`config.mk`:
```
export PLATFORM = sky130hd
export DESIGN_NAME = switch_config_decoder
export DESIGN_NICKNAME = d
export VERILOG_FILES = /design/src/hdl/swcfg_pkg.sv /design/src/hdl/swcfg_if.sv /design/src/hdl/switch_config_decoder.sv /design/src/hdl/switch_steady_filter.sv
export SDC_FILE = /design/constraint.sdc
export NUM_CORES = 1
export LEC_CHECK = 0
export ABC_AREA = 1
export BUFFER_PORTS_ARGS = -buffer_cell sky130_fd_sc_hd__buf_2
export CORE_UTILIZATION = 50
export DETAILED_ROUTE_END_ITERATION = 8
export PLACE_DENSITY = 0.73
export SLEW_MARGIN = 20
export SYNTH_ARGS = -nofsm -noshare
export SYNTH_HDL_FRONTEND = slang
export SYNTH_SLANG_ARGS = --single-unit
```
`constraint.sdc`:
```
create_clock -name CLK_IN -period 2 [get_ports CLK_IN]
set_input_delay 0.3 -clock CLK_IN [delete_from_list [all_inputs] [get_ports CLK_IN]]
set_output_delay 0.3 -clock CLK_IN [all_outputs]
set_load 0.01 [all_outputs]
```
`src/hdl/swcfg_pkg.sv`:
```
// shared constants and types for the switch configuration decoder
package swcfg_pkg;
  localparam int          SWITCH_COUNT     = 16;
  localparam int          STEADY_CYCLES    = 16;
  localparam int          STEADY_WIDTH     = 5;
  // bank 1 positions
  localparam int          BIT_FIBER_MAN    = 0;
  localparam int          BIT_UTP_MAN      = 1;
  localparam int          BIT_SPEED_10_100 = 2;
  localparam int          BIT_SPEED_10     = 3;
  localparam int          BIT_HALF_DUPLEX  = 4;
  localparam int          BIT_LINK_SEL_0   = 5;
  localparam int          BIT_LINK_SEL_1   = 6;
  localparam int          BIT_LINK_SEL_2   = 7;
  // bank 2 positions
  localparam int          BIT_BP0_EN       = 8;
  localparam int          BIT_BP1_EN       = 9;
  localparam int          BIT_PAUSE_ON     = 10;
  localparam int          BIT_SLAVE_ONLY   = 11;
  localparam int          BIT_XOVER_MAN    = 12;
  localparam int          BIT_XOVER_CROSS  = 13;
  localparam int          BIT_RSVD_0       = 14;
  localparam int          BIT_RSVD_1       = 15;
  localparam logic [15:0] SWITCH_RESET     = 16'h0000;

  typedef enum logic [2:0] {
    LINK_SEGMENT        = 3'b000,
    LINK_PROPAGATE      = 3'b001,
    LINK_FAULT_SEGMENT  = 3'b010,
    LINK_FAULT_PROPAGATE = 3'b011,
    LINK_SYMMETRIC      = 3'b100
  } link_mode_type;
endpackage : swcfg_pkg

```
`src/hdl/swcfg_if.sv`:
```
// carrier for the filtered switch levels between filter and decoder
interface swcfg_if #(parameter int WIDTH = 16);
  logic [WIDTH-1:0] stable;
  logic             update;
  modport source (output stable, output update);
  modport sink   (input  stable, input  update);
endinterface : swcfg_if

```
`src/hdl/switch_config_decoder.sv`:
```
// decodes the configuration switch banks into port and management controls

// What this block does
// - all link selectors default gives segment mode
// - only selector 0 moved gives propagate
// - only selector 1 gives fault detect segment
// - selectors 0 and 1 give fault detect propagate
// - only selector 2 gives symmetric fault detect
// - selector 2 with others falls back segment
// - port 0 isolated at default, enabled moved
// - port 1 isolated at default, enabled moved
// - pause switch off advertises no twisted-pair pause
// - pause switch on advertises pause capability
// - forced twisted-pair mode disables pause
// - fiber pause follows its autonegotiation switch
// - default negotiates mastership; moved means slave only
// - auto crossover only while twisted-pair autonegotiates
// - manual mode exactly when manual and 10-100
// - crossover select default enables auto crossover
// - manual crossover default straight, moved crossed
// - gigabit forces autonegotiation, ignores speed switch
module switch_config_decoder #(
  parameter int STEADY = swcfg_pkg::STEADY_CYCLES
) (
  input  wire logic        CLK_IN,
  input  wire logic        RST_IN,
  input  wire logic [15:0] SWITCHES_IN,
  output logic [2:0]       LINK_MODE_OUT,
  output logic             SEGMENT_MODE_OUT,
  output logic             PROPAGATE_MODE_OUT,
  output logic             REMOTE_FAULT_DETECT_OUT,
  output logic             SYMMETRIC_FAULT_DETECT_OUT,
  output logic             ILLEGAL_LINK_SEL_OUT,
  output logic             BP_PORT0_ISOLATED_OUT,
  output logic             BP_PORT1_ISOLATED_OUT,
  output logic             UTP_AUTONEG_OUT,
  output logic             UTP_GIGABIT_OUT,
  output logic             UTP_SPEED_100_OUT,
  output logic             UTP_FULL_DUPLEX_OUT,
  output logic             UTP_PAUSE_ADV_OUT,
  output logic             FIBER_AUTONEG_OUT,
  output logic             FIBER_PAUSE_ADV_OUT,
  output logic             MASTERSHIP_AUTO_OUT,
  output logic             SLAVE_ONLY_OUT,
  output logic             AUTO_CROSSOVER_OUT,
  output logic             MANUAL_CROSSED_OUT,
  output logic             RESERVED_MOVED_OUT,
  output logic             CONFIG_UPDATE_OUT
);
  swcfg_if #(.WIDTH(swcfg_pkg::SWITCH_COUNT)) sw_if ();

  switch_steady_filter #(
    .WIDTH  (swcfg_pkg::SWITCH_COUNT),
    .STEADY (STEADY)
  ) u_filter (
    .clk_in (CLK_IN),
    .rst_in (RST_IN),
    .raw_in (SWITCHES_IN),
    .out_if (sw_if.source)
  );

  logic [15:0]              sw;
  swcfg_pkg::link_mode_type link_d;
  logic                     illegal_d;
  logic                     utp_an_d;
  logic                     autoneg_sel;
  logic                     gigabit_sel;
  assign sw = sw_if.stable;
  assign autoneg_sel = !sw[swcfg_pkg::BIT_UTP_MAN];
  assign gigabit_sel = !sw[swcfg_pkg::BIT_SPEED_10_100];
  // gigabit always negotiates; manual only with manual and 10-100
  assign utp_an_d = autoneg_sel || gigabit_sel;

  always_comb begin
    link_d    = swcfg_pkg::LINK_SEGMENT;
    illegal_d = 1'b0;
    case ({sw[swcfg_pkg::BIT_LINK_SEL_2], sw[swcfg_pkg::BIT_LINK_SEL_1],
           sw[swcfg_pkg::BIT_LINK_SEL_0]})
      3'h0:    link_d = swcfg_pkg::LINK_SEGMENT;
      3'h1:    link_d = swcfg_pkg::LINK_PROPAGATE;
      3'h2:    link_d = swcfg_pkg::LINK_FAULT_SEGMENT;
      3'h3:    link_d = swcfg_pkg::LINK_FAULT_PROPAGATE;
      3'h4:    link_d = swcfg_pkg::LINK_SYMMETRIC;
      default: begin
        link_d    = swcfg_pkg::LINK_SEGMENT;
        illegal_d = 1'b1;
      end
    endcase
  end

  // outputs only move when the filtered switches change
  always_ff @(posedge CLK_IN) begin
    if (RST_IN) begin
      LINK_MODE_OUT        <= swcfg_pkg::LINK_SEGMENT;
      ILLEGAL_LINK_SEL_OUT <= 1'b0;
    end else begin
      LINK_MODE_OUT        <= link_d;
      ILLEGAL_LINK_SEL_OUT <= illegal_d;
    end
  end

  always_ff @(posedge CLK_IN) begin
    if (RST_IN) begin
      SEGMENT_MODE_OUT           <= 1'b1;
      PROPAGATE_MODE_OUT         <= 1'b0;
      REMOTE_FAULT_DETECT_OUT    <= 1'b0;
      SYMMETRIC_FAULT_DETECT_OUT <= 1'b0;
    end else begin
      SEGMENT_MODE_OUT        <= (link_d == swcfg_pkg::LINK_SEGMENT) ||
                                 (link_d == swcfg_pkg::LINK_FAULT_SEGMENT);
      PROPAGATE_MODE_OUT      <= (link_d == swcfg_pkg::LINK_PROPAGATE) ||
                                 (link_d == swcfg_pkg::LINK_FAULT_PROPAGATE);
      REMOTE_FAULT_DETECT_OUT <= (link_d == swcfg_pkg::LINK_FAULT_SEGMENT) ||
                                 (link_d == swcfg_pkg::LINK_FAULT_PROPAGATE);
      SYMMETRIC_FAULT_DETECT_OUT <= (link_d == swcfg_pkg::LINK_SYMMETRIC);
    end
  end

  always_ff @(posedge CLK_IN) begin
    if (RST_IN) begin
      BP_PORT0_ISOLATED_OUT <= 1'b1;
      BP_PORT1_ISOLATED_OUT <= 1'b1;
    end else begin
      BP_PORT0_ISOLATED_OUT <= !sw[swcfg_pkg::BIT_BP0_EN];
      BP_PORT1_ISOLATED_OUT <= !sw[swcfg_pkg::BIT_BP1_EN];
    end
  end

  always_ff @(posedge CLK_IN) begin
    if (RST_IN) begin
      UTP_AUTONEG_OUT     <= 1'b1;
      UTP_GIGABIT_OUT     <= 1'b1;
      UTP_SPEED_100_OUT   <= 1'b1;
      UTP_FULL_DUPLEX_OUT <= 1'b1;
      UTP_PAUSE_ADV_OUT   <= 1'b0;
      FIBER_AUTONEG_OUT   <= 1'b1;
      FIBER_PAUSE_ADV_OUT <= 1'b1;
    end else begin
      UTP_AUTONEG_OUT     <= utp_an_d;
      UTP_GIGABIT_OUT     <= gigabit_sel;
      // speed switch means nothing at gigabit
      UTP_SPEED_100_OUT   <= gigabit_sel || !sw[swcfg_pkg::BIT_SPEED_10];
      UTP_FULL_DUPLEX_OUT <= !sw[swcfg_pkg::BIT_HALF_DUPLEX];
      // pause advert needs both the switch and negotiation
      UTP_PAUSE_ADV_OUT   <= sw[swcfg_pkg::BIT_PAUSE_ON] && utp_an_d;
      FIBER_AUTONEG_OUT   <= !sw[swcfg_pkg::BIT_FIBER_MAN];
      FIBER_PAUSE_ADV_OUT <= !sw[swcfg_pkg::BIT_FIBER_MAN];
    end
  end

  // arbitration itself lives in management firmware; this only gates entry
  always_ff @(posedge CLK_IN) begin
    if (RST_IN) begin
      MASTERSHIP_AUTO_OUT <= 1'b1;
      SLAVE_ONLY_OUT      <= 1'b0;
    end else begin
      MASTERSHIP_AUTO_OUT <= !sw[swcfg_pkg::BIT_SLAVE_ONLY];
      SLAVE_ONLY_OUT      <= sw[swcfg_pkg::BIT_SLAVE_ONLY];
    end
  end

  always_ff @(posedge CLK_IN) begin
    if (RST_IN) begin
      AUTO_CROSSOVER_OUT <= 1'b1;
      MANUAL_CROSSED_OUT <= 1'b0;
    end else begin
      AUTO_CROSSOVER_OUT <= !sw[swcfg_pkg::BIT_XOVER_MAN] && utp_an_d;
      // forced mode without auto crossover falls to the manual wiring switch
      MANUAL_CROSSED_OUT <= (sw[swcfg_pkg::BIT_XOVER_MAN] || !utp_an_d) &&
                            sw[swcfg_pkg::BIT_XOVER_CROSS];
    end
  end

  // flag for software only; reserved positions change nothing here
  always_ff @(posedge CLK_IN) begin
    if (RST_IN) begin
      RESERVED_MOVED_OUT <= 1'b0;
      CONFIG_UPDATE_OUT  <= 1'b0;
    end else begin
      RESERVED_MOVED_OUT <= sw[swcfg_pkg::BIT_RSVD_0] || sw[swcfg_pkg::BIT_RSVD_1];
      CONFIG_UPDATE_OUT  <= sw_if.update;
    end
  end
endmodule : switch_config_decoder

```
`src/hdl/switch_steady_filter.sv`:
```
// per-switch steadiness filter feeding the decoder
module switch_steady_filter #(
  parameter int WIDTH  = swcfg_pkg::SWITCH_COUNT,
  parameter int STEADY = swcfg_pkg::STEADY_CYCLES
) (
  input  wire logic       clk_in,
  input  wire logic       rst_in,
  input  wire logic [WIDTH-1:0] raw_in,
  swcfg_if.source         out_if
);
  // per-bit nets, so every bit keeps a single driver of its own
  wire [WIDTH-1:0] stable_bits;
  wire [WIDTH-1:0] update_bits;
  assign out_if.stable = stable_bits;
  assign out_if.update = |update_bits;

  genvar g;
  generate
    for (g = 0; g < WIDTH; g++) begin : g_bit
      logic                                  s1_q;
      logic                                  s2_q;
      logic [swcfg_pkg::STEADY_WIDTH-1:0]    cnt_q;
      logic                                  stable_q;
      logic                                  upd_q;
      assign stable_bits[g] = stable_q;
      assign update_bits[g] = upd_q;
      // two flops, then only s2 is compared
      always_ff @(posedge clk_in) begin
        if (rst_in) begin
          s1_q <= 1'b0;
          s2_q <= 1'b0;
        end else begin
          s1_q <= raw_in[g];
          s2_q <= s1_q;
        end
      end
      // level must hold for STEADY cycles before it is accepted
      always_ff @(posedge clk_in) begin
        if (rst_in) begin
          cnt_q       <= '0;
          stable_q    <= swcfg_pkg::SWITCH_RESET[g];
          upd_q       <= 1'b0;
        end else begin
          upd_q <= 1'b0;
          if (s2_q == stable_q) begin
            cnt_q <= '0;
          end else if (cnt_q == (swcfg_pkg::STEADY_WIDTH)'(STEADY - 1)) begin
            cnt_q       <= '0;
            stable_q    <= s2_q;
            upd_q       <= 1'b1;
          end else begin
            cnt_q <= cnt_q + 1'b1;
          end
        end
      end
    end
  endgenerate
endmodule : switch_steady_filter

```
==> flow_metrics.tcl <==
set metrics [dict create \
    skew_ns 0.007849 \
    finalSetupViolCount 0 \
    power.leakage_uw 0.003027 \
    synth.yosys.seq_area_share_pct 55.86 \
    clk_path_buf_depth 2 \
    reg2reg_to "u_filter.g_bit[5].cnt_q[3]" \
    max_stage_delay_ns 0.33 \
    hold_start "SWITCHES_IN[7]" \
    area_growth_pct 15.69 \
    detail-route-antenna-nets 0 \
    pre_cts_slack_ns 0.5654 \
    synth_seq_cells 166 \
    fillers 967 \
    fp.dieArea_sq_um 12340 \
    critPathKind "flip-flop to flip-flop" \
    regToRegSetupSlack_ns 0.56 \
    hold_depth 3 \
    io_pins 41 \
    critical_path_arrival_ns 1.80 \
    cp-end-kind "flip-flop" \
    period_minus_slack_ns 1.444 \
    die_w_um 111.1 \
    r2r-start "u_filter.g_bit[5].cnt_q[0]" \
    drt_first_pass_iters 6 \
    core-area_sq_um 11520 \
    finalMaxSlewViolations 0 \
    worst_slack_ns 0.5559 \
    fin_crit_sh_pct 72.21 \
    post_drt_wl_per_cell_um 10.88 \
    cap_viol_max_count 0 \
    die_y_um 111.1 \
    max_slew_margin_pct 72.58 \
    postCtsHoldBufs 0 \
    synth_top_family_by_area "simple AND/OR/NAND/NOR gates" \
    fin_tns_setup_ns 0 \
    dp_hpwl_um 6553 \
    yosysUniqueCellTypes 28 \
    cts.sinks 166 \
    power_density_nw_per_um2 1020 \
    yosys.area_share.simple_pct 22.73 \
    crit_fanout 5 \
    gp_congestion 0.7313 \
    grt_overflow 0 \
    grt_max_degree 41 \
    num_antenna_cells 0 \
    first_global_vias 4009 \
    hp-class "input pin to flip-flop" \
    vias 3984 \
    worstHoldEndpoint "u_filter.g_bit[7].s1_q" \
    syn_nets 694 \
    cts_resized 0 \
    synth_xor_area_share_pct 5.868 \
    status "finished with violations" \
    path_clk_slew_ns 0.06 \
    io_buffers 40 \
    grt_pass1_wl_um 16200 \
    max_freq_mhz 692.5 \
    vdd_drop_max_mv 0.6510 \
    root_buffer "clkbuf_16" \
    synth_fa_ha_area_share_pct 6.730 \
    synthMuxAreaShare_pct 0 \
    track_usage_pct 16.52 \
    r2r_cells 6 \
    rsz0062_at_grt "false" \
    final_net_count 742 \
    routed_wirelength_um 9222 \
    syn_inst 644 \
    post_cts.repair.setup_buffers 0 \
    cp_slowest_cell "dfxtp_1" \
    syn_area_sq_um 5949 \
    first_iter_violations 148 \
    crit_chain "ha_1 > and3_1 > ha_1 > nor2_1 > nand2_1 > nor2_1" \
    numCtsBuffers 17 \
    rows 39 \
    via_per_inst 4.698 \
    critical_path.startpoint_type "flip-flop" \
    tritoncts "done" \
    htree_num_levels 4 \
    avgSynthCellArea_sq_um 9.238 \
    drc 4 \
    failed_checks "DRC" \
    clk-insertion-delay-late_ns 0.42 \
    synth_compound_area_share_pct 1.157 \
    antenna_found_initial 0 \
    start_util_pct 51.66 \
    yosys_warnings 0 \
    tightest_slew_ns 0.4113 \
    drive_gt1_share_pct 13.62 \
    final-hold-violation-count 0 \
    cp_data_required_time_ns 2.35 \
]
-- critical path, delay by kind of cell (launching register included) --
| family | cells | cell delay, ns |
|---|---|---|
| DFF | 1 | 0.33 |
| and+or+nand+nor | 4 | 0.61 |
| adders and majority gates | 2 | 0.44 |
-- layout by cell type, fill, tap and decap left out, drive strengths merged, types with 6 or more instances in the layout --
cell type / synthesis / final
nor4: 7 / 7
clkbuf: 0 / 19
xnor2: 16 / 16
dfxtp: 166 / 166
and3: 14 / 14
xor2: 23 / 23
nand2: 56 / 56
buf: 13 / 42
inv: 89 / 89
nand3: 39 / 39
nor2: 170 / 170
ha: 32 / 32
clkinv: 0 / 6
o21ai: 8 / 8
-- stage by stage --
step | area (sq um) | instances | power [uW] | hold WS (ns) | utilization, %
floorplan | 5949 | 644 | 3550 | 0.3883 | -
global placement | 6227 | 816 | 3572 | 0.3883 | 54.07
detailed placement | 6227 | 816 | 3581 | 0.3917 | 54.07
CTS | 6883 | 848 | 7103 | 0.05807 | 59.77
global route | 6883 | 848 | 7254 | 0.07015 | 59.77
finish | 6883 | 848 | 7022 | 0.07575 | 59.77
-- how the worst max path moves through the flow --
stage                                from                    endpoint  slack (ns)  cells after the start
2_1_floorplan  u_filter.g_bit[5].cnt_q[0]  u_filter.g_bit[5].cnt_q[3]        0.70                      6
3_3_place_gp   u_filter.g_bit[5].cnt_q[0]  u_filter.g_bit[5].cnt_q[3]        0.66                      6
3_5_place_dp   u_filter.g_bit[5].cnt_q[0]  u_filter.g_bit[5].cnt_q[3]        0.57                      6
4_1_cts        u_filter.g_bit[5].cnt_q[0]  u_filter.g_bit[5].cnt_q[3]        0.54                      6
5_1_grt        u_filter.g_bit[5].cnt_q[0]  u_filter.g_bit[5].cnt_q[3]        0.45                      6
6_report       u_filter.g_bit[5].cnt_q[0]  u_filter.g_bit[5].cnt_q[3]        0.56                      6
-- area by class of cell --
class,instances,area (sq um),share of cell area [%]
flip-flops and latches,166,3323,48.28
multi-input cells,376,2171,31.54
clock buffers,19,452.9,6.581
inverters,89,339.1,4.926
repair buffers,42,215.2,3.127
clock inverters,13,202.7,2.945
well taps,143,178.9,2.600
-- cell usage after synthesis --
cell type  instances  area share [%]
ha_1              32             6.7
buf_12             1            0.34
o21ai_1            1           0.084
xnor2_1           16             2.4
nor3_1             3            0.25
nand2_1           53             3.3
buf_2              5            0.42
a21oi_1            4            0.34
inv_1             88             5.6
buf_8              1            0.25
and3_1            14             1.5
inv_6              1            0.15
xor2_1            22             3.2
nor2_1           168              11
o21ai_0            7            0.59
buf_4              3            0.38
nand3_4            7             2.1
nor2_4             2            0.38
nand2_2            3            0.32
xor2_2             1            0.27
nand3_1           26             2.2
nand4_1            2            0.21
a21oi_2            1            0.15
nor3_2             1            0.17
nor4_1             7            0.74
buf_6              3            0.57
nand3_2            6             1.0
dfxtp_1          166              56
-- cell families after synthesis --
group | after synthesis
flip-flops | 166
AO/OA/AOI/OAI | 13
adder cells (fa/ha/maj) | 32
AND/OR/NAND/NOR | 292
buffers and inverters | 102
XOR/XNOR | 39
-- registers in the layout, indices dropped and copies added (netlist names), 3 cells and up --
signal                   count
LINK_MODE_OUT                3
u_filter.g_bit.cnt_q        80
u_filter.g_bit.s1_q         16
u_filter.g_bit.s2_q         16
u_filter.g_bit.stable_q     16
u_filter.g_bit.upd_q        16
-- power breakdown --
group / switching, uW / total (uW) / internal (uW) / leakage, uW
logic: 91.7 / 137 / 45.2 / 0.00136
registers: 22.4 / 3370 / 3350 / 0.00135
clock network: 1240 / 3520 / 2270 / 0.000319
total: 1360 / 7020 / 5670 / 0.00303
-- per-layer routing --
layer / vias up / share of wire [%] / wire (um) / track usage [%]
met5: - / 0 / 0 / 0
met4: 0 / 1.9 / 172 / 7.928
met3: 17 / 4.5 / 416 / 6.178
met2: 62 / 51 / 4700 / 29.60
met1: 1827 / 43 / 3933 / 16.93
li1: 2078 / - / - / -
No activity file was read; power rests on OpenSTA's default activity.
